===== config.mk =====
export PLATFORM = sky130hd
export DESIGN_NAME = ptms_core
export DESIGN_NICKNAME = d
export VERILOG_FILES = /design/src/core/ptms_pkg.sv /design/src/core/ptms_mode_decode.sv /design/src/core/ptms_entry_decode.sv /design/src/core/ptms_core.sv
export SDC_FILE = /design/constraint.sdc
export NUM_CORES = 1
export LEC_CHECK = 0
export BUFFER_PORTS_ARGS = -buffer_cell sky130_fd_sc_hd__clkbuf_2
export CORE_AREA = 2 2 157 159
export CTS_CLUSTER_DIAMETER = 150
export DETAILED_ROUTE_END_ITERATION = 10
export DIE_AREA = 0 0 159 161
export PLACE_DENSITY = 0.85
export SLEW_MARGIN = 15
export SYNTH_ARGS = -nofsm -noshare
export SYNTH_HDL_FRONTEND = slang
export SYNTH_SLANG_ARGS = --single-unit

===== constraint.sdc =====
create_clock -name pclk -period 13.2 [get_ports pclk]
set_input_delay 0 -clock pclk [delete_from_list [all_inputs] [get_ports pclk]]
set_output_delay 0 -clock pclk [all_outputs]
set_load 0.005 [all_outputs]

===== src/core/ptms_pkg.sv =====
// Constants and types for the page-translation mode select block.
// Assumes a 32-bit APB register port and a 52-bit physical address space.
package ptms_pkg;

  // ----------------------------------------------------------------------
  // Register offsets (byte addresses)
  // ----------------------------------------------------------------------
  localparam logic [7:0] REG_SYS_CTRL  = 8'h00;
  localparam logic [7:0] REG_FEAT_CTRL = 8'h04;
  localparam logic [7:0] REG_EXT_FEAT  = 8'h08;
  localparam logic [7:0] REG_TBASE_LO  = 8'h0c;
  localparam logic [7:0] REG_TBASE_HI  = 8'h10;
  localparam logic [7:0] REG_STATUS    = 8'h14;

  // ----------------------------------------------------------------------
  // Field positions
  // ----------------------------------------------------------------------
  localparam int unsigned TE_BIT        = 31;
  localparam int unsigned PAE_BIT       = 5;
  localparam int unsigned PSE_BIT       = 4;
  localparam int unsigned LME_BIT       = 8;
  localparam int unsigned LMA_BIT       = 10;
  localparam int unsigned DIR_LARGE_BIT = 7;
  localparam int unsigned ST_BUSY_BIT   = 0;
  localparam int unsigned ST_WIDE_BIT   = 1;
  localparam int unsigned ST_SIZE_LSB   = 2;
  localparam int unsigned ST_FAULT_BIT  = 4;
  localparam int unsigned ST_LMA_BIT    = 5;

  // ----------------------------------------------------------------------
  // Reset values
  // ----------------------------------------------------------------------
  localparam logic        CTRL_BIT_RST = 1'b0;
  localparam logic [51:0] TBASE_RST    = 52'h0;

  // ----------------------------------------------------------------------
  // Address geometry
  // ----------------------------------------------------------------------
  localparam int unsigned PA_W            = 52;
  localparam int unsigned PA_PSE_W        = 40;
  localparam int unsigned PA_LEG_W        = 32;
  localparam int unsigned VA_LONG_W       = 48;
  localparam int unsigned VA_LEG_W        = 32;
  localparam int unsigned IDX_BASE        = 12;
  localparam int unsigned IDX_WIDE_STEP   = 9;
  localparam int unsigned OFS_4K          = 12;
  localparam int unsigned OFS_2M          = 21;
  localparam int unsigned OFS_4M          = 22;
  localparam int unsigned OFS_1G          = 30;

  localparam logic [1:0] LVL_MAP4 = 2'h3;
  localparam logic [1:0] LVL_PTR  = 2'h2;
  localparam logic [1:0] LVL_DIR  = 2'h1;
  localparam logic [1:0] LVL_PT   = 2'h0;

  typedef enum logic [1:0] {
    PG_4K = 2'h0,
    PG_2M = 2'h1,
    PG_4M = 2'h2,
    PG_1G = 2'h3
  } ptms_page_t;

  typedef enum logic [2:0] {
    ST_IDLE  = 3'b001,
    ST_FETCH = 3'b010,
    ST_DONE  = 3'b100
  } ptms_state_t;

endpackage


===== src/core/ptms_mode_decode.sv =====
// Decodes the four translation controls into the translation form.
// Assumes all inputs are registered control bits of the same clock.
`timescale 1ns/1ps
module ptms_mode_decode (
  // Controls
  input  wire logic                te,
  input  wire logic                pae,
  input  wire logic                pse,
  input  wire logic                lma,
  // Resulting form
  output logic                     wide,
  output logic                     large_ok,
  output ptms_pkg::ptms_page_t     large_size,
  output logic [1:0]               top_level,
  output logic [5:0]               pa_limit
);

  always_comb begin
    wide       = pae;
    large_ok   = pae | pse | lma;
    large_size = ptms_pkg::PG_4K;
    top_level  = ptms_pkg::LVL_DIR;
    pa_limit   = 6'(ptms_pkg::PA_LEG_W);
    if (lma) begin
      large_size = ptms_pkg::PG_2M;
      top_level  = ptms_pkg::LVL_MAP4;
      pa_limit   = 6'(ptms_pkg::PA_W);
    end else if (pae) begin
      large_size = ptms_pkg::PG_2M;
      top_level  = ptms_pkg::LVL_PTR;
      pa_limit   = 6'(ptms_pkg::PA_W);
    end else if (pse) begin
      large_size = ptms_pkg::PG_4M;
      pa_limit   = 6'(ptms_pkg::PA_PSE_W);
    end
    if (!te) begin
      large_ok = 1'b0;
    end
  end

endmodule


===== src/core/ptms_entry_decode.sv =====
// Decodes one fetched table entry: final level or pointer to next table.
// Assumes the entry arrives in the low 32 bits when entries are narrow.
`timescale 1ns/1ps
module ptms_entry_decode (
  // Entry and context
  input  wire logic [63:0]         entry,
  input  wire logic [1:0]          level,
  input  wire logic                wide,
  input  wire logic                large_ok,
  input  wire ptms_pkg::ptms_page_t large_size,
  input  wire logic                lma,
  // Decode result
  output logic                     final_hit,
  output logic [51:0]              next_base,
  output ptms_pkg::ptms_page_t     page_size
);

  logic [51:0] tbl_base;
  logic        large_bit;

  always_comb begin
    tbl_base  = wide ? {entry[51:12], 12'h000}
                     : {20'h00000, entry[31:12], 12'h000};
    large_bit = entry[ptms_pkg::DIR_LARGE_BIT];
    final_hit = 1'b0;
    next_base = tbl_base;
    page_size = ptms_pkg::PG_4K;
    if (level == ptms_pkg::LVL_PT) begin
      final_hit = 1'b1;
    end else if (level == ptms_pkg::LVL_DIR && large_bit && large_ok) begin
      final_hit = 1'b1;
      page_size = large_size;
      if (large_size == ptms_pkg::PG_4M) begin
        next_base = {12'h000, entry[20:13], entry[31:22], 22'h000000};
      end else begin
        next_base = {entry[51:21], 21'h000000};
      end
    end else if (level == ptms_pkg::LVL_PTR && large_bit && lma) begin
      final_hit = 1'b1;
      page_size = ptms_pkg::PG_1G;
      next_base = {entry[51:30], 30'h00000000};
    end
  end

endmodule


===== src/core/ptms_core.sv =====
// Page-translation mode select with a table walker and APB registers.
// Assumes an APB master on pclk and a table memory that answers each
// fetch with a one-cycle fetch_ack carrying the entry.
//
// Contract
// - Long mode: 48-bit virtual to 52-bit physical
// - Form chosen only from four controls
// - Bit 31 of system control enables translation
// - Translation enable toggles long mode when enabled
// - Bit 5 of feature control enables extensions
// - Extensions: 64-bit entries, 52-bit addresses
// - Bit 4 permits large legacy pages
// - Page size decided per directory entry
// - Extensions on: large page is 2 Mbytes
// - No extensions, size ext: 4 Mbyte pages
// - Both off: only 4-Kbyte pages (the code still maps 2-Mbyte and 1-Gbyte pages while long mode is active)
// - Long mode ignores size ext bit
// - Legacy 4-Mbyte form yields 40-bit addresses
// - Legacy skips top level; pointer level conditional
// - Address split into indices plus byte offset
// - Entries chain down; last gives page base
// - Directory large bit ends walk at directory
// - Long-mode pointer large bit maps 1 Gbyte
`timescale 1ns/1ps
module ptms_core #(
  parameter int unsigned ADDR_W = 8
) (
  // Clock and reset
  input  wire logic                pclk,
  input  wire logic                presetn,
  // APB slave
  input  wire logic                psel,
  input  wire logic                penable,
  input  wire logic                pwrite,
  input  wire logic [ADDR_W-1:0]   paddr,
  input  wire logic [31:0]         pwdata,
  output logic                     pready,
  output logic [31:0]              prdata,
  output logic                     pslverr,
  // Translation request
  input  wire logic                req_valid,
  output logic                     req_ready,
  input  wire logic [63:0]         req_vaddr,
  // Table fetch
  output logic                     fetch_valid,
  output logic [51:0]              fetch_addr,
  output logic                     fetch_wide,
  input  wire logic                fetch_ack,
  input  wire logic [63:0]         fetch_data,
  // Translation result
  output logic                     rsp_valid,
  output logic [51:0]              rsp_paddr,
  output ptms_pkg::ptms_page_t     rsp_size,
  output logic                     rsp_fault
);

  // ----------------------------------------------------------------------
  // Functions
  // ----------------------------------------------------------------------
  function automatic logic [51:0] entry_addr(
    input logic [51:0] base, input logic [1:0] lvl,
    input logic [63:0] va, input logic wd);
    logic [63:0] sh;
    logic [9:0]  idx;
    sh  = va >> (ptms_pkg::IDX_BASE + ptms_pkg::IDX_WIDE_STEP * lvl);
    idx = wd ? {1'b0, sh[8:0]} : (lvl == ptms_pkg::LVL_DIR ? va[31:22]
                                                           : va[21:12]);
    entry_addr = wd ? base + {39'h0, idx, 3'h0}
                    : base + {40'h0, idx, 2'h0};
  endfunction

  function automatic logic [51:0] width_mask(input logic [5:0] w);
    width_mask = (52'h1 << w) - 52'h1;
  endfunction

  function automatic logic [51:0] page_offset(
    input ptms_pkg::ptms_page_t sz, input logic [63:0] va);
    case (sz)
      ptms_pkg::PG_2M: page_offset = va[51:0] & width_mask(6'(ptms_pkg::OFS_2M));
      ptms_pkg::PG_4M: page_offset = va[51:0] & width_mask(6'(ptms_pkg::OFS_4M));
      ptms_pkg::PG_1G: page_offset = va[51:0] & width_mask(6'(ptms_pkg::OFS_1G));
      default:         page_offset = va[51:0] & width_mask(6'(ptms_pkg::OFS_4K));
    endcase
  endfunction

  // ----------------------------------------------------------------------
  // Control registers
  // ----------------------------------------------------------------------
  logic        te_q, te_d, pae_q, pae_d, pse_q, pse_d;
  logic        lme_q, lme_d, lma_q, lma_d;
  logic [51:0] tbase_q, tbase_d;
  logic [31:0] prdata_q, prdata_d;
  logic        slverr_q, slverr_d;
  logic        wr_en, setup, known;

  ptms_pkg::ptms_state_t state_q, state_d;
  ptms_pkg::ptms_page_t  size_q, size_d;
  logic [63:0]           va_q, va_d;
  logic [1:0]            level_q, level_d;
  logic [51:0]           faddr_q, faddr_d;
  logic [51:0]           paddr_q, paddr_d;
  logic                  fault_q, fault_d;

  always_comb begin
    setup = psel && !penable;
    wr_en = psel && penable && pwrite;
    known = paddr == ADDR_W'(ptms_pkg::REG_SYS_CTRL)  ||
            paddr == ADDR_W'(ptms_pkg::REG_FEAT_CTRL) ||
            paddr == ADDR_W'(ptms_pkg::REG_EXT_FEAT)  ||
            paddr == ADDR_W'(ptms_pkg::REG_TBASE_LO)  ||
            paddr == ADDR_W'(ptms_pkg::REG_TBASE_HI)  ||
            paddr == ADDR_W'(ptms_pkg::REG_STATUS);
    te_d     = te_q;
    pae_d    = pae_q;
    pse_d    = pse_q;
    lme_d    = lme_q;
    lma_d    = lma_q;
    tbase_d  = tbase_q;
    prdata_d = prdata_q;
    slverr_d = slverr_q;
    if (setup) begin
      slverr_d = !known;
      prdata_d = 32'h0;
      case (paddr)
        ADDR_W'(ptms_pkg::REG_SYS_CTRL):  prdata_d[ptms_pkg::TE_BIT] = te_q;
        ADDR_W'(ptms_pkg::REG_FEAT_CTRL): begin
          prdata_d[ptms_pkg::PAE_BIT] = pae_q;
          prdata_d[ptms_pkg::PSE_BIT] = pse_q;
        end
        ADDR_W'(ptms_pkg::REG_EXT_FEAT): begin
          prdata_d[ptms_pkg::LME_BIT] = lme_q;
          prdata_d[ptms_pkg::LMA_BIT] = lma_q;
        end
        ADDR_W'(ptms_pkg::REG_TBASE_LO): prdata_d = tbase_q[31:0];
        ADDR_W'(ptms_pkg::REG_TBASE_HI): prdata_d = {12'h0, tbase_q[51:32]};
        ADDR_W'(ptms_pkg::REG_STATUS): begin
          prdata_d[ptms_pkg::ST_BUSY_BIT] = state_q != ptms_pkg::ST_IDLE;
          prdata_d[ptms_pkg::ST_WIDE_BIT] = pae_q;
          prdata_d[ptms_pkg::ST_SIZE_LSB +: 2] = size_q;
          prdata_d[ptms_pkg::ST_FAULT_BIT] = fault_q;
          prdata_d[ptms_pkg::ST_LMA_BIT] = lma_q;
        end
        default: prdata_d = 32'h0;
      endcase
    end
    if (wr_en) begin
      case (paddr)
        ADDR_W'(ptms_pkg::REG_SYS_CTRL): begin
          te_d = pwdata[ptms_pkg::TE_BIT];
          // Long mode starts on a rising enable edge only while it is enabled; clearing enable always ends it
          if (lme_q && te_d && !te_q) begin
            lma_d = 1'b1;
          end else if (!te_d) begin
            lma_d = 1'b0;
          end
        end
        ADDR_W'(ptms_pkg::REG_FEAT_CTRL): begin
          pae_d = pwdata[ptms_pkg::PAE_BIT];
          pse_d = pwdata[ptms_pkg::PSE_BIT];
        end
        ADDR_W'(ptms_pkg::REG_EXT_FEAT): lme_d = pwdata[ptms_pkg::LME_BIT];
        ADDR_W'(ptms_pkg::REG_TBASE_LO): tbase_d[31:0] = {pwdata[31:3], 3'h0};
        ADDR_W'(ptms_pkg::REG_TBASE_HI): tbase_d[51:32] = pwdata[19:0];
        default: tbase_d = tbase_q;
      endcase
    end
  end

  always_ff @(posedge pclk or negedge presetn) begin
    if (!presetn) begin
      te_q     <= ptms_pkg::CTRL_BIT_RST;
      pae_q    <= ptms_pkg::CTRL_BIT_RST;
      pse_q    <= ptms_pkg::CTRL_BIT_RST;
      lme_q    <= ptms_pkg::CTRL_BIT_RST;
      lma_q    <= ptms_pkg::CTRL_BIT_RST;
      tbase_q  <= ptms_pkg::TBASE_RST;
      prdata_q <= 32'h0;
      slverr_q <= 1'b0;
    end else begin
      te_q     <= te_d;
      pae_q    <= pae_d;
      pse_q    <= pse_d;
      lme_q    <= lme_d;
      lma_q    <= lma_d;
      tbase_q  <= tbase_d;
      prdata_q <= prdata_d;
      slverr_q <= slverr_d;
    end
  end

  assign pready  = psel && penable;
  assign prdata  = prdata_q;
  assign pslverr = slverr_q;

  // ----------------------------------------------------------------------
  // Form decode
  // ----------------------------------------------------------------------
  logic                 wide, large_ok, final_hit;
  logic [1:0]           top_level;
  logic [5:0]           pa_limit;
  logic [51:0]          next_base;
  ptms_pkg::ptms_page_t large_size, ent_size;

  // Only the four controls reach the decoder
  ptms_mode_decode u_mode (
    .te         (te_q),
    .pae        (pae_q),
    .pse        (pse_q),
    .lma        (lma_q),
    .wide       (wide),
    .large_ok   (large_ok),
    .large_size (large_size),
    .top_level  (top_level),
    .pa_limit   (pa_limit)
  );

  // Each fetched entry decides its own page size
  ptms_entry_decode u_entry (
    .entry      (fetch_data),
    .level      (level_q),
    .wide       (wide),
    .large_ok   (large_ok),
    .large_size (large_size),
    .lma        (lma_q),
    .final_hit  (final_hit),
    .next_base  (next_base),
    .page_size  (ent_size)
  );

  // ----------------------------------------------------------------------
  // Table walker
  // ----------------------------------------------------------------------
  logic [63:0] va_in;
  logic        canon;

  always_comb begin
    // Long mode keeps all 64 bits, legacy keeps 32
    va_in = lma_q ? req_vaddr : {32'h0, req_vaddr[ptms_pkg::VA_LEG_W-1:0]};
    canon = &req_vaddr[63:ptms_pkg::VA_LONG_W-1] ||
            ~|req_vaddr[63:ptms_pkg::VA_LONG_W-1];
    state_d = state_q;
    va_d    = va_q;
    level_d = level_q;
    faddr_d = faddr_q;
    paddr_d = paddr_q;
    size_d  = size_q;
    fault_d = fault_q;
    case (state_q)
      ptms_pkg::ST_IDLE: begin
        if (req_valid) begin
          va_d    = va_in;
          fault_d = 1'b0;
          size_d  = ptms_pkg::PG_4K;
          if (!te_q) begin
            paddr_d = req_vaddr[51:0];
            state_d = ptms_pkg::ST_DONE;
          end else if (lma_q && !canon) begin
            // Full 64-bit translation is reserved
            paddr_d = 52'h0;
            fault_d = 1'b1;
            state_d = ptms_pkg::ST_DONE;
          end else begin
            level_d = top_level;
            faddr_d = entry_addr(tbase_q, top_level, va_in, wide);
            state_d = ptms_pkg::ST_FETCH;
          end
        end
      end
      ptms_pkg::ST_FETCH: begin
        if (fetch_ack) begin
          if (final_hit) begin
            size_d  = ent_size;
            // Base plus pass-through offset, cut to form width
            paddr_d = (next_base | page_offset(ent_size, va_q)) &
                      width_mask(pa_limit);
            state_d = ptms_pkg::ST_DONE;
          end else begin
            level_d = level_q - 2'h1;
            faddr_d = entry_addr(next_base, level_q - 2'h1, va_q, wide);
          end
        end
      end
      ptms_pkg::ST_DONE: state_d = ptms_pkg::ST_IDLE;
      default:           state_d = ptms_pkg::ST_IDLE;
    endcase
  end

  always_ff @(posedge pclk or negedge presetn) begin
    if (!presetn) begin
      state_q <= ptms_pkg::ST_IDLE;
      va_q    <= 64'h0;
      level_q <= ptms_pkg::LVL_PT;
      faddr_q <= 52'h0;
      paddr_q <= 52'h0;
      size_q  <= ptms_pkg::PG_4K;
      fault_q <= 1'b0;
    end else begin
      state_q <= state_d;
      va_q    <= va_d;
      level_q <= level_d;
      faddr_q <= faddr_d;
      paddr_q <= paddr_d;
      size_q  <= size_d;
      fault_q <= fault_d;
    end
  end

  assign req_ready   = state_q == ptms_pkg::ST_IDLE;
  assign fetch_valid = state_q == ptms_pkg::ST_FETCH;
  assign fetch_addr  = faddr_q;
  assign fetch_wide  = wide;
  assign rsp_valid   = state_q == ptms_pkg::ST_DONE;
  assign rsp_paddr   = paddr_q;
  assign rsp_size    = size_q;
  assign rsp_fault   = fault_q;
endmodule


-- Yosys cells after proc, flatten, opt, wreduce, memory -nomap -nowiden
Cells that the tools add are included.
W data, S select, Z words.
- shift-type cells: 3
- mux-type cells: 71
- equal/unequal tests: 25
- multipliers: 2
- add/subtract/negate cells: 8
- bitwise operators: 4
- reductions and logical operators: 37
- operator list (kind ; count):
    $mux W52 ; 20
    $pmux W52 S2 ; 2
    $shr A64 B7 Y9 ; 2
    $add A52 B12 Y52 ; 2
    $add A52 B13 Y52 ; 2
    $pmux W30 S3 ; 1
    $mux W64 ; 1
    $and A52 B52 Y52 ; 1
    $or A52 B52 Y52 ; 1
    $shl A1 B6 Y52 const A ; 1
    $sub A52 B1 Y52 const B ; 1
    $mux W10 ; 4
    $pmux W20 S2 ; 1
    $mux W2 ; 16
    $reduce_and A17 Y1 ; 1
    $reduce_or A17 Y1 ; 1
    $eq A8 B4 Y1 const B ; 2
    $eq A8 B5 Y1 const B ; 2
    $mux W3 ; 5
    $add A4 B6 Y7 const A ; 2
    $mul A4 B2 Y6 const A ; 2
    $mux W6 ; 2
    $pmux W2 S2 ; 3
    $pmux W4 S3 ; 1
    other kinds (29) ; 74
- flip-flop bits (word level): 263
- output and inout port bits: 145

-- Longest topological paths before layout
Gate-level depths: netlist of run 1.
- depth after elaboration: 16
- mapped depth: 17
- gate-level depth less buffers: 14

-- Hierarchy
A second synthesis of run 1 with hierarchy kept.
- cells, all modules: 1867
- area, all modules: 16514.6 µm²
- by module, submodules not included (module ; times used ; cells each ; area each (µm²)):
    ptms_core ; 1 ; 1754 ; 15638.7
    ptms_entry_decode ; 1 ; 99 ; 779.5
    ptms_mode_decode ; 1 ; 14 ; 96.3

-- Worst setup path before layout of run 1
OpenSTA, ideal clock, no wires.
- path kind: reg2reg
- from: register pae_q
- to: register faddr_q[39] (netlist: fetch_addr[39])
- library setup time: 0.126 ns
- arrival: 4.259 ns
- cell stages (with the launch flop): 16
- path slack: 8.815 ns
- cells stage by stage: dfrtp_1 > buf_2 > clkbuf_1 > buf_1 > clkbuf_1 > mux4_2 > ha_1 > fa_1 > a21oi_1 > o2111ai_1 > nor3_1 > or3_1 > clkbuf_1 > nor3_1 > xor2_1 > a221o_1
- word-level cells in the longest chain between the ends: 12
- elaborated cells on any way between the ends: 37
- those cells by class: add/sub: 5; mul: 1; eq/ne: 3; shift: 1; mux: 23; bitwise: 2; reduce/logical: 2
- RTL lines (what ; line ; RTL):
    start: declaration ; ptms_core.sv:89 ; logic te_q, te_d, pae_q, pae_d, pse_q, pse_d;
    start signal: assignment ; ptms_core.sv:172 ; pae_q <= ptms_pkg::CTRL_BIT_RST;
    start signal: assignment ; ptms_core.sv:181 ; pae_q <= pae_d;
    $mux W2 ; ptms_mode_decode.sv:28 ; end else if (pae) begin
    $mux W2 ; ptms_mode_decode.sv:24 ; if (lma) begin
    $mul A4 B2 Y6 ; ptms_core.sv:65 ; sh = va >> (ptms_pkg::IDX_BASE + ptms_pkg::IDX_WIDE_STEP * lvl);
    $add A4 B6 Y7 ; ptms_core.sv:65 ;
    $shr A64 B7 Y9 ; ptms_core.sv:65 ;
    $mux W10 ; ptms_core.sv:66 ; idx = wd ? {1'b0, sh[8:0]} : (lvl == ptms_pkg::LVL_DIR ? va[31:22]
    $add A52 B12 Y52 or $add A52 B13 Y52 (tied branches) ; ptms_core.sv:69, ptms_core.sv:68 ;
    $mux W52 ; ptms_core.sv:68 ; entry_addr = wd ? base + {39'h0, idx, 3'h0}
    $mux W52 ; ptms_core.sv:257 ; end else if (lma_q && !canon) begin
    $mux W52 ; ptms_core.sv:254 ; if (!te_q) begin
    $mux W52 ; ptms_core.sv:250 ; if (req_valid) begin
    $pmux W52 S2 ; ptms_core.sv:248 ; case (state_q)
    end signal: assignment ; ptms_core.sv:301 ; faddr_q <= faddr_d;
    end: declaration ; ptms_core.sv:100 ; logic [51:0] faddr_q, faddr_d;
Several ways; a longest one is shown, not always the timed one. The select of a mux whose other input is x is not followed.
A chain may end at the register's enable or synchronous reset.

-- Final worst setup path of run 1
- from: register level_q[0]
- to: register faddr_q[41] (netlist: fetch_addr[41])
- word-level cells in the longest chain between the ends: 11
- elaborated cells on any way between the ends: 28
- those cells by class: add/sub: 4; mul: 1; eq/ne: 4; shift: 1; mux: 12; reduce/logical: 6
- RTL lines (what ; line ; RTL):
    start: declaration ; ptms_core.sv:99 ; logic [1:0] level_q, level_d;
    start signal: assignment ; ptms_core.sv:292 ; level_q <= ptms_pkg::LVL_PT;
    start signal: assignment ; ptms_core.sv:300 ; level_q <= level_d;
    parallel branches: the longest is 11 deep, another holds $add A52 B12 Y52 ; -- ;
Parallel ways; which one is timed is not known. The select of a mux whose other input is x is not followed.

==> metrics.yaml, run 1 <==
yosys-top-cells-area: "dfrtp_1 (44%), nand2_1 (8.4%), a21oi_1 (4.5%)"
grt-ovfl-total: 0
synth_top_area_share_pct: 44.0
gp_congestion: 0.991
vias: 14359
fp.dieH_um: 161
drc: 0
pre_cts_ws_ns: 8.50
yosysSeqAreaShare_pct: 44.2
avgSynthCellArea_um2: 8.91
synth_xor_area_share_pct: 4.60
yosys.area.top_type: "dfrtp_1"
cap_violations: 0
cts_tree: "done"
cp_top_family: "simple AND/OR/NAND/NOR gates"
fin_area_um2: 17500
synth_edf_count: 0
fin_tns_setup_ns: 0
finalWorstSetupSlack_ns: 8.40
p_per_area_nw_per_um2: 108
htree_num_levels: 1
via_per_inst: 6.37
worst_slew_pin_slew_ns: 1.20
final_cells: 2253
yosysMostFrequentCell: "nand2_1"
ys_seq_elements: 245
routed_wl_mm: 50.9
synthAdderAreaFrac_pct: 1.59
first_pass_iters: 7
core_area_um2: 24000
crit_fanout: 13
maxSlewViolCount: 0
synth_area_um2: 13900
grt_usage_pct: 38.9
muxShareOfSynthArea_pct: 7.75
irDropWorstVdd_v: 0.000122
period_minus_slack_ns: 4.80
dp_cells: 2091
root_buffer: "clkbuf_16"
synth_compound_area_share_pct: 17.0
rows: 57
synthArstFlopShare_pct: 100
syn_to_final_growth_pct: 25.9
synth_top_family_by_area: "simple AND/OR/NAND/NOR gates"
wire_per_inst_um: 22.6
hp-start: "fetch_data[24]"
yosysUniqueCellTypes: 78
cp-startpoint: "level_q[0]$_DFFE_PN0P_"
clk_latency_ns: 0.54
hold_ws_ns: 0.0257
slowest_stage: "nor3b_1"
yosys-top-cells-count: "nand2_1 (309), dfrtp_1 (244), a21oi_1 (125)"
rsz0062_at_grt: "no"
grt_pass1_vias: 13880
critPathBufInv: 1
grt_pass1_wl_mm: 78.2
clk_pin_slew_ns: 0.06
die-width_um: 159
skew_ns: 0.0156
hold_viol: 0
setup_viol: 0
cts_buffers: 25
period_share_pct: 36.4
status: "finished clean"
r2r-start: "level_q[0]$_DFFE_PN0P_"
fin_nets: 2101
grt_max_degree: 106
synth_cells: 1558
worstSetupPathType: "flop to flop"
max_freq_ghz: 0.208
ant_nets: 0
hold_class: "primary input to flop"
clock_sinks: 245
hpwlAfterDp_mm: 35.2
crit_path_end_kind: "flop"
antenna_found_initial: 5
synthSimpleGateAreaFrac_pct: 21.4
ioPinCount: 320
slowest_delay_ns: 0.63
drt_iter0_drc: 1754
yosys_most_used_dff: "dfrtp_1"
dieArea_um2: 25600
leakage_uw: 0.00809
drive_gt1_share_pct: 22.6
worstPathRequired_ns: 13.56
startpoint_type: "flop"
cts_setup_buffers: 0
yosysWarnings: 0
start_util_pct: 57.9
arrival_ns: 5.16
placed_area_um2: 15500
path_cells: "inv_1 -> ha_1 -> and4b_1 -> a31oi_1 -> and2_1 -> ha_1 -> nand3_1 -> nor3_1 -> nor3b_1 -> nand4_1 -> o311a_1 -> o32ai_1 -> a31oi_1"
clk_path_buf_depth: 3
port-buffer-count: 294
relSlewSlack_pct: 19.7
cell families (layout without fill, tap and decap cells):
group	after synthesis	in the layout
compound gates	377	377
xor+xnor	73	73
fa+ha+maj	17	17
buf+inv	121	488
flops	245	245
mux	87	87
other cells	1	5
simple gates	637	637
power breakdown:
| group | total [uW] | internal, uW | leakage (uW) | switching, uW |
|---|---|---|---|---|
| Combinational | 318 | 141 | 0.00452 | 177 |
| Sequential | 878 | 820 | 0.00319 | 58.0 |
| Clock | 691 | 390 | 0.000378 | 302 |
| Total | 1890 | 1350 | 0.00809 | 537 |
area by class of cell:
cell class,count,area [um2]
antenna,2,5.00
clock buffer,41,756
clock inverter,4,28.8
fill,1774,6490
inverter,14,52.6
multi-input combinational,1194,7300
sequential,245,6130
tap,324,405
timing repair buffer,429,2790
path summary, 6_finish.rpt:
| check | cells after the start | slack (ns) | endpoint |
|---|---|---|---|
| hold reg to reg | 2 | 0.48 | prdata[14]$_DFFE_PN0P_ |
| max in group asynchronous | 4 | 11.08 | rsp_paddr[50]$_DFFE_PN0P_ |
| hold / removal | 4 | 0.03 | fetch_addr[24]$_DFFE_PN0P_ |
| min in group asynchronous | 2 | 0.04 | pslverr$_DFFE_PN0P_ |
| setup / recovery | 13 | 8.40 | fetch_addr[41]$_DFFE_PN0P_ |
| setup reg to reg | 13 | 8.40 | fetch_addr[41]$_DFFE_PN0P_ |
per-layer routing:
layer,track usage (%),vias to the layer above,wire length (um)
met5,0,-,72
met4,17.5,8,2710
met3,9.32,210,5660
met2,62.7,1015,23600
met1,50.4,6817,18900
li1,-,6309,-
cells in the final DEF (no fill, tap or decap), types with 43 or more instances in the layout:
cell type	n
nand2_1	309
clkbuf_2	293
dfrtp_1	242
a21oi_1	125
dlygate4sd3_1	114
nor2_1	101
o21ai_0	82
nand3_1	69
mux2_2	54
a22oi_1	43
stage by stage:
| step | util, % | total power, uW |
|---|---|---|
| floorplan | - | 1010 |
| global placement | 64.8 | 1160 |
| detailed placement | 64.8 | 1170 |
| CTS | 72.8 | 1870 |
| global route | 72.9 | 1950 |
| finish | 72.9 | 1890 |
registers in the layout, indices dropped and copies added (netlist names), 2 cells and up:
signal / cells
fetch_addr: 50
level_q: 2
prdata: 32
rsp_paddr: 52
rsp_size: 2
state_q: 3
tbase_q: 49
va_q: 48
what timing repair did:
action | 4_1_cts | 5_1_grt
hold buffers | 114 | 0
resized for setup | 0 | 0
endpoints found under the hold margin | 264 | 0
worst min-delay path, delay by kind of cell:
| family | cells | cell delay (ns) |
|---|---|---|
| AOI/OAI and AO/OA | 2 | 0.30 |
| xor gates and xnor gates | 1 | 0.08 |
| buffers and inverters | 1 | 0.14 |
(Power assumes the default switching activity.)
==> run 2: changes to the inputs <==
--- a/config.mk
+++ b/config.mk
@@ -5,12 +5,13 @@
 export SDC_FILE = /design/constraint.sdc
 export NUM_CORES = 1
 export LEC_CHECK = 0
+export ABC_AREA = 1
 export BUFFER_PORTS_ARGS = -buffer_cell sky130_fd_sc_hd__clkbuf_2
-export CORE_AREA = 2 2 157 159
+export CORE_AREA = 2 2 176 178
 export CTS_CLUSTER_DIAMETER = 150
 export DETAILED_ROUTE_END_ITERATION = 10
-export DIE_AREA = 0 0 159 161
-export PLACE_DENSITY = 0.85
+export DIE_AREA = 0 0 178 180
+export PLACE_DENSITY = 0.77
 export SLEW_MARGIN = 15
 export SYNTH_ARGS = -nofsm -noshare
 export SYNTH_HDL_FRONTEND = slang
==> constraint.sdc (replaced) <==
create_clock -name pclk -period 3.9 [get_ports pclk]
set_input_delay 0 -clock pclk [delete_from_list [all_inputs] [get_ports pclk]]
set_output_delay 0 -clock pclk [all_outputs]
set_load 0.005 [all_outputs]
==> run 2 against run 1 <==
  * The flow now finishes with violations (hold timing)
  * Highest routed layer is now met4
  * Clock skew down 0.0025 ns
  * Hold slack got worse by 0.028 ns
  * Via count up 17%
  * Synthesized cell count is 36% higher
  * Setup slack worse by 8.2 ns
==> metrics.yaml, run 2 <==
drt_iter0_drc: 1776  # was 1754
root_buffer: "clkbuf_16"  # unchanged
avgSynthCellArea_um2: 7.05  # was 8.91 um2
synth_area_um2: 15000  # was 13900 um2
max_freq_ghz: 0.273  # was 0.208 GHz
grt-ovfl-total: 0  # unchanged
worstSetupPathType: "flop to flop"  # unchanged
crit_fanout: 52  # was 13
ys_seq_elements: 245  # unchanged
hold_class: "primary input to async pin"  # was primary input to flop
die-width_um: 178  # was 159 um
irDropWorstVdd_v: 0.000470  # was 0.000122 V
port-buffer-count: 294  # unchanged
ant_nets: 0  # unchanged
clk_path_buf_depth: 3  # unchanged
crit_path_end_kind: "flop"  # unchanged
hold_ws_ns: -0.00189  # was 0.0257 ns
arrival_ns: 4.15  # was 5.16 ns
drive_gt1_share_pct: 17.5  # was 22.6%
startpoint_type: "flop"  # unchanged
wire_per_inst_um: 21.2  # was 22.6 um
maxSlewViolCount: 0  # unchanged
yosysMostFrequentCell: "nand2_1"  # unchanged
violations: "hold timing"
cts_tree: "done"  # unchanged
htree_num_levels: 1  # unchanged
ctsResizeCount: 0  # unchanged
skew_ns: 0.0132  # was 0.0156 ns
period_share_pct: 94.0  # was 36.4%
synth_top_area_share_pct: 40.8  # was 44.0%
yosysWarnings: 0  # unchanged
syn_to_final_growth_pct: 27.0  # was 25.9%
grt_max_degree: 127  # was 106
start_util_pct: 49.5  # was 57.9%
dieArea_um2: 32000  # was 25600 um2
synth_edf_count: 0  # unchanged
via_per_inst: 5.75  # was 6.37
yosysSeqAreaShare_pct: 41.0  # was 44.2%
clock_sinks: 245  # unchanged
worst_slew_pin_slew_ns: 1.07  # was 1.20 ns
leakage_uw: 0.00927  # was 0.00809 uW
yosys_most_used_dff: "dfrtp_1"  # unchanged
grt_pass1_wl_mm: 93.0  # was 78.2 mm
gp_congestion: 0.997  # was 0.991
fin_nets: 2697  # was 2101
period_minus_slack_ns: 3.66  # was 4.80 ns
drc: 0  # unchanged
synthArstFlopShare_pct: 100  # unchanged
vias: 16775  # was 14.4k
routed_wl_mm: 61.8  # was 50.9 mm
utilization_pct: 62.9  # was 72.9%
largest_reg_flops: 52  # unchanged
pre_cts_ws_ns: 0.394  # was 8.50 ns
clk_pin_slew_ns: 0.06  # about the same
hold_viol: 4  # was 0
setup_viol: 0  # unchanged
finalWorstSetupSlack_ns: 0.235  # was 8.40 ns
cap_violations: 0  # unchanged
synth_cells: 2122  # was 1558
final_cell_mix: "nand2_1 (618), clkbuf_2 (293), dfrtp_1 (244)"  # was nand2_1 (309), clkbuf_2 (293), dfrtp_1 (242)
ioPinCount: 320  # unchanged
grt_pass1_vias: 15812  # was 13.9k
yosys.area.top_type: "dfrtp_1"  # unchanged
relSlewSlack_pct: 28.4  # was 19.7%
placed_area_um2: 16800  # was 15500 um2
rsz0062_at_grt: "no"  # unchanged
grt_usage_pct: 38.0  # was 38.9%
rr_worst_depth: 10  # was 13
yosys-top-cells-area: "dfrtp_1 (41%), nand2_1 (16%), o21ai_0 (6.1%)"  # was dfrtp_1 (44%), nand2_1 (8.4%), a21oi_1 (4.5%)
antenna_found_initial: 1  # was 5
first_pass_iters: 6  # was 7
rows: 64  # was 57
yosysUniqueCellTypes: 56  # was 78
fp.dieH_um: 180  # was 161 um
fin_area_um2: 19000  # was 17500 um2
cts_buffers: 28  # was 25
final_common_cell: "nand2_1"  # unchanged
p_per_area_nw_per_um2: 588  # was 108 nW/um2
yosys-top-cells-count: "nand2_1 (619), dfrtp_1 (244), nor2_1 (197)"  # was nand2_1 (309), dfrtp_1 (244), a21oi_1 (125)
status: "finished with violations"  # was finished clean
hpwlAfterDp_mm: 45.7  # was 35.2 mm
fin_tns_setup_ns: 0  # unchanged
core_area_um2: 30200  # was 24000 um2
clk_latency_ns: 0.56  # was 0.54 ns
worstPathRequired_ns: 4.38  # was 13.56 ns
run 2: cell types whose count changed after synthesis, moves of 16 or more:
cell	change
a22oi_1	-24
o21ai_0	+101
xnor2_1	-25
and3_1	-28
nand3_1	+85
nor2_1	+96
mux2_2	-45
inv_1	+176
xor2_1	-23
mux2i_1	-22
nor2_2	+16
nand2_1	+310
run 2: cells by family (layout without fill, tap and decap cells):
| logic type | after synthesis | after routing | synth area share, % |
|---|---|---|---|
| compound gates | 425 | 425 | 15.7 |
| xor+xnor | 25 | 25 | 1.46 |
| fa+ha+maj | 17 | 17 | 1.47 |
| buf+inv | 299 | 697 | 7.95 |
| flops | 245 | 245 | 41.0 |
| mux | 9 | 9 | 0.678 |
| other cells | 1 | 4 | 0.0251 |
| simple gates | 1101 | 1101 | 31.7 |
run 2: where the power goes:
group	internal [uW]	switching (uW)
clock	1730	1090
sequential	3260	498
combinational	1510	3080
total	6500	4670
run 2: final cells by class:
cell class,count,area (um2)
timing repair buffer,451,2990
tap,396,495
clock buffer,38,788
clock inverter,9,181
antenna,1,2.50
sequential,245,6130
fill,2698,11200
multi-input combinational,1580,7660
inverter,199,748
run 2: metal layers:
layer  global-route usage (%)  up-vias  part of all wire [%]
met5                        0        -                     0
met4                     19.6        0                   5.8
met3                     5.35      191                   8.7
met2                     59.7      989                    45
met1                     51.2     7835                    41
li1                         -     7760                     -
run 2: worst max-delay path: stages (launching register included):
cell           delay, ns
dfrtp_1             0.59
buf_4               0.28
nand3_1             0.26
nand2_4             0.18
o21ai_0             0.14
a21oi_2             0.45
nand2_1             0.15
inv_2               0.67
nor2_1              0.11
a31oi_1             0.17
dlygate4sd3_1       0.56
run 2: repair_timing:
action | 4_1_cts | 5_1_grt
hold buffers | 122 | 0
hold endpoints to repair | 238 | 0
buffers inserted | 0 | 0
run 2: final timing paths:
kind / slack (ns) / end / startpoint
setup / recovery: 0.24 / rsp_paddr[41]$_DFFE_PN0P_ / lma_q$_DFFE_PN0P_
hold / removal: -0.002 / va_q[6]$_DFFE_PN0P_ / presetn
setup reg to reg: 0.24 / rsp_paddr[41]$_DFFE_PN0P_ / lma_q$_DFFE_PN0P_
hold reg to reg: 0.48 / va_q[8]$_DFFE_PN0P_ / va_q[8]$_DFFE_PN0P_
max in group asynchronous: 2.77 / tbase_q[49]$_DFFE_PN0P_ / presetn
min in group pclk: 0.04 / rsp_paddr[42]$_DFFE_PN0P_ / fetch_data[42]
run 2: stage by stage:
step / power [uW] / hold slack, ns / std cells
final: 11200 / -0.00189 / 2919
after floorplan: 6340 / -0.296 / 2124
after global placement: 7970 / -0.000800 / 2749
after detailed placement: 8060 / -0.00374 / 2749
after global routing: 11800 / 0.0388 / 2918
after CTS: 11000 / 0.00905 / 2918
==> run 3: changes to the inputs <==
--- a/config.mk
+++ b/config.mk
@@ -12,6 +12,7 @@
 export DETAILED_ROUTE_END_ITERATION = 10
 export DIE_AREA = 0 0 178 180
 export PLACE_DENSITY = 0.77
+export RECOVER_POWER = 25
 export SLEW_MARGIN = 15
 export SYNTH_ARGS = -nofsm -noshare
 export SYNTH_HDL_FRONTEND = slang
==> run 3 against run 2 <==
  * The flow finishes with violations (capacitance limit, slew limit)
  * Hold slack better by 0.040 ns
  * Global-route usage unchanged
  * Sequential power hardly changed
  * Maximum frequency increased by 0.83%
  * Cell count is essentially flat
  * Setup slack gained 0.030 ns
  * Non-clock buffer count is the same
  * Final area shrank 0.31%
  * Via count about the same
  * Clock power barely moved
  * Flip-flop and latch count did not move
  * Critical endpoint unchanged
==> metrics.yaml, run 3 (synthesis gave the netlist of run 2 again) <==
status: "finished with violations"  # unchanged
violations: "capacitance limit, slew limit"  # was hold timing
met2_usage_pct: 59.7  # unchanged
root_buffer: "clkbuf_16"  # unchanged
nFillCells: 2727  # was 2698
core_area_um2: 30200  # unchanged
gp_congestion: 0.997  # unchanged
rsz0062_at_grt: "no"  # unchanged
startpoint_type: "flop"  # unchanged
drive_gt1_share_pct: 15.6  # was 17.5%
period_share_pct: 93.2  # was 94.0%
hold_viol: 0  # was 4
setup_viol: 0  # unchanged
vias: 16768  # about the same
fin_nets: 2697  # unchanged
ant_nets: 0  # unchanged
slowest_delay_ns: 0.67  # about the same
htree_num_levels: 1  # unchanged
use_met3_pct: 5.35  # unchanged
routed_wl_mm: 61.6  # was 61.8 mm
final_common_cell: "nand2_1"  # unchanged
clock_sinks: 245  # unchanged
worst_slew_pin_slew_ns: 3.26  # was 1.07 ns
final_cell_mix: "nand2_1 (618), clkbuf_2 (246), dfrtp_1 (244)"  # was nand2_1 (618), clkbuf_2 (293), dfrtp_1 (244)
syn_to_final_growth_pct: 26.6  # was 27.0%
grt_pass1_vias: 15812  # unchanged
grt_pass1_wl_mm: 93.0  # unchanged
clk_path_buf_depth: 3  # unchanged
hpwlAfterDp_mm: 45.7  # unchanged
path_cells: "buf_4 -> nand3_1 -> nand2_4 -> o21ai_0 -> a21oi_2 -> nand2_1 -> inv_2 -> nor2_1 -> a31oi_1 -> dlygate4sd3_1"  # unchanged
multiInputGateArea_um2: 7660  # unchanged
clk_latency_ns: 0.56  # about the same
grt.busiest_layer: "met2"  # unchanged
leakage_uw: 0.00913  # was 0.00927 uW
fin_tns_setup_ns: 0  # unchanged
max_freq_ghz: 0.275  # was 0.273 GHz
utilization_pct: 62.7  # was 62.9%
p_per_area_nw_per_um2: 588  # about the same
cts_tree: "done"  # unchanged
met1_usage_pct: 51.2  # unchanged
crit_path_end_kind: "flop"  # unchanged
cap_violations: 1  # was 0
irDropWorstVdd_v: 0.000469  # was 0.000470 V
fin_area_um2: 18900  # was 19000 um2
seqCellArea_um2: 6130  # unchanged
skew_ns: 0.0144  # was 0.0132 ns
ioPinCount: 320  # unchanged
relSlewSlack_pct: -117  # was 28.4%
hold_class: "primary input to flop"  # was primary input to async pin
largest_reg_flops: 52  # unchanged
first_pass_iters: 6  # unchanged
via_per_inst: 5.74  # was 5.75
start_util_pct: 49.5  # unchanged
cts_buffers: 28  # unchanged
worstPathRequired_ns: 4.38  # about the same
slowest_stage: "inv_2"  # unchanged
grt_max_degree: 127  # unchanged
wire_per_inst_um: 21.1  # was 21.2 um
dieArea_um2: 32000  # unchanged
arrival_ns: 4.12  # was 4.15 ns
grt_usage_pct: 38.0  # unchanged
drt_iter0_drc: 1784  # was 1776
clk_pin_slew_ns: 0.06  # about the same
antenna_found_initial: 1  # unchanged
maxSlewViolCount: 71  # was 0
worstSetupPathType: "flop to flop"  # unchanged
crit_fanout: 52  # unchanged
placed_area_um2: 16800  # unchanged
period_minus_slack_ns: 3.63  # was 3.66 ns
rows: 64  # unchanged
fp.dieH_um: 180  # unchanged
ctsResizeCount: 0  # unchanged
die-width_um: 178  # unchanged
drc: 0  # unchanged
grt-ovfl-total: 0  # unchanged
port-buffer-count: 294  # unchanged
==> run 3: cell types whose count changed in the layout (fill, tap and decap cells not counted), sizes merged <==
cell | previous run | this run
dlymetal6s4s | 0 | 1
diode | 1 | 2
clkbuf | 331 | 330
==> run 3: critical path: cells and delay by family, from the launching register on <==
family	cells	cell delay [ns]
buffers and inverters	3	1.51
AOI/OAI and AO/OA	3	0.74
and+or+nand+nor	4	0.70
DFF	1	0.59
==> run 3: per-layer routing <==
metal,vias up,wire length [um]
met3,165,5670
met5,-,0
li1,7774,-
met1,7869,24800
met2,960,27800
met4,0,3400
==> run 3: layout make-up <==
type | instances | share of cell area, %
Inverter | 199 | 3.95
Multi-Input combinational cell | 1580 | 40.4
Clock inverter | 9 | 0.958
Timing Repair Buffer | 451 | 15.5
Antenna cell | 2 | 0.0264
Tap cell | 396 | 2.62
Clock buffer | 38 | 4.16
Sequential cell | 245 | 32.4
==> run 3: worst paths after layout <==
kind / from / to / slack (ns) / cells past startpoint
min reg2reg: va_q[4]$_DFFE_PN0P_ / va_q[4]$_DFFE_PN0P_ / 0.48 / 2
max: lma_q$_DFFE_PN0P_ / rsp_paddr[41]$_DFFE_PN0P_ / 0.27 / 10
min: fetch_data[24] / fetch_addr[30]$_DFFE_PN0P_ / 0.04 / 7
min in group asynchronous: presetn / rsp_paddr[9]$_DFFE_PN0P_ / 1.19 / 2
max in group asynchronous: presetn / fetch_addr[45]$_DFFE_PN0P_ / 0.66 / 3
max reg2reg: lma_q$_DFFE_PN0P_ / rsp_paddr[41]$_DFFE_PN0P_ / 0.27 / 10
==> run 3: report_power, final <==
part / internal (uW) / switching, uW / leakage (uW) / total, uW
clock network: 1730 / 1100 / 0.000476 / 2830
registers: 3260 / 498 / 0.00315 / 3760
logic: 1480 / 3080 / 0.00550 / 4550
total: 6470 / 4670 / 0.00913 / 11100
==> run 3: stage by stage <==
step           hold slack (ns)  setup WS, ns  total power (uW)  instances
3_5_place_dp          -0.00374         0.394              8060       2749
3_3_place_gp         -0.000800         0.383              7970       2749
4_1_cts                0.00905         0.359             11000       2918
5_1_grt                 0.0388        0.0337             11800       2918
2_1_floorplan           -0.296         0.446              6340       2124
6_report                0.0381         0.266             11100       2920
==> run 3: repair_timing <==
action	4_1_cts	5_1_grt
hold endpoints to repair	238	0
hold buffers	122	0
setup buffers	0	0
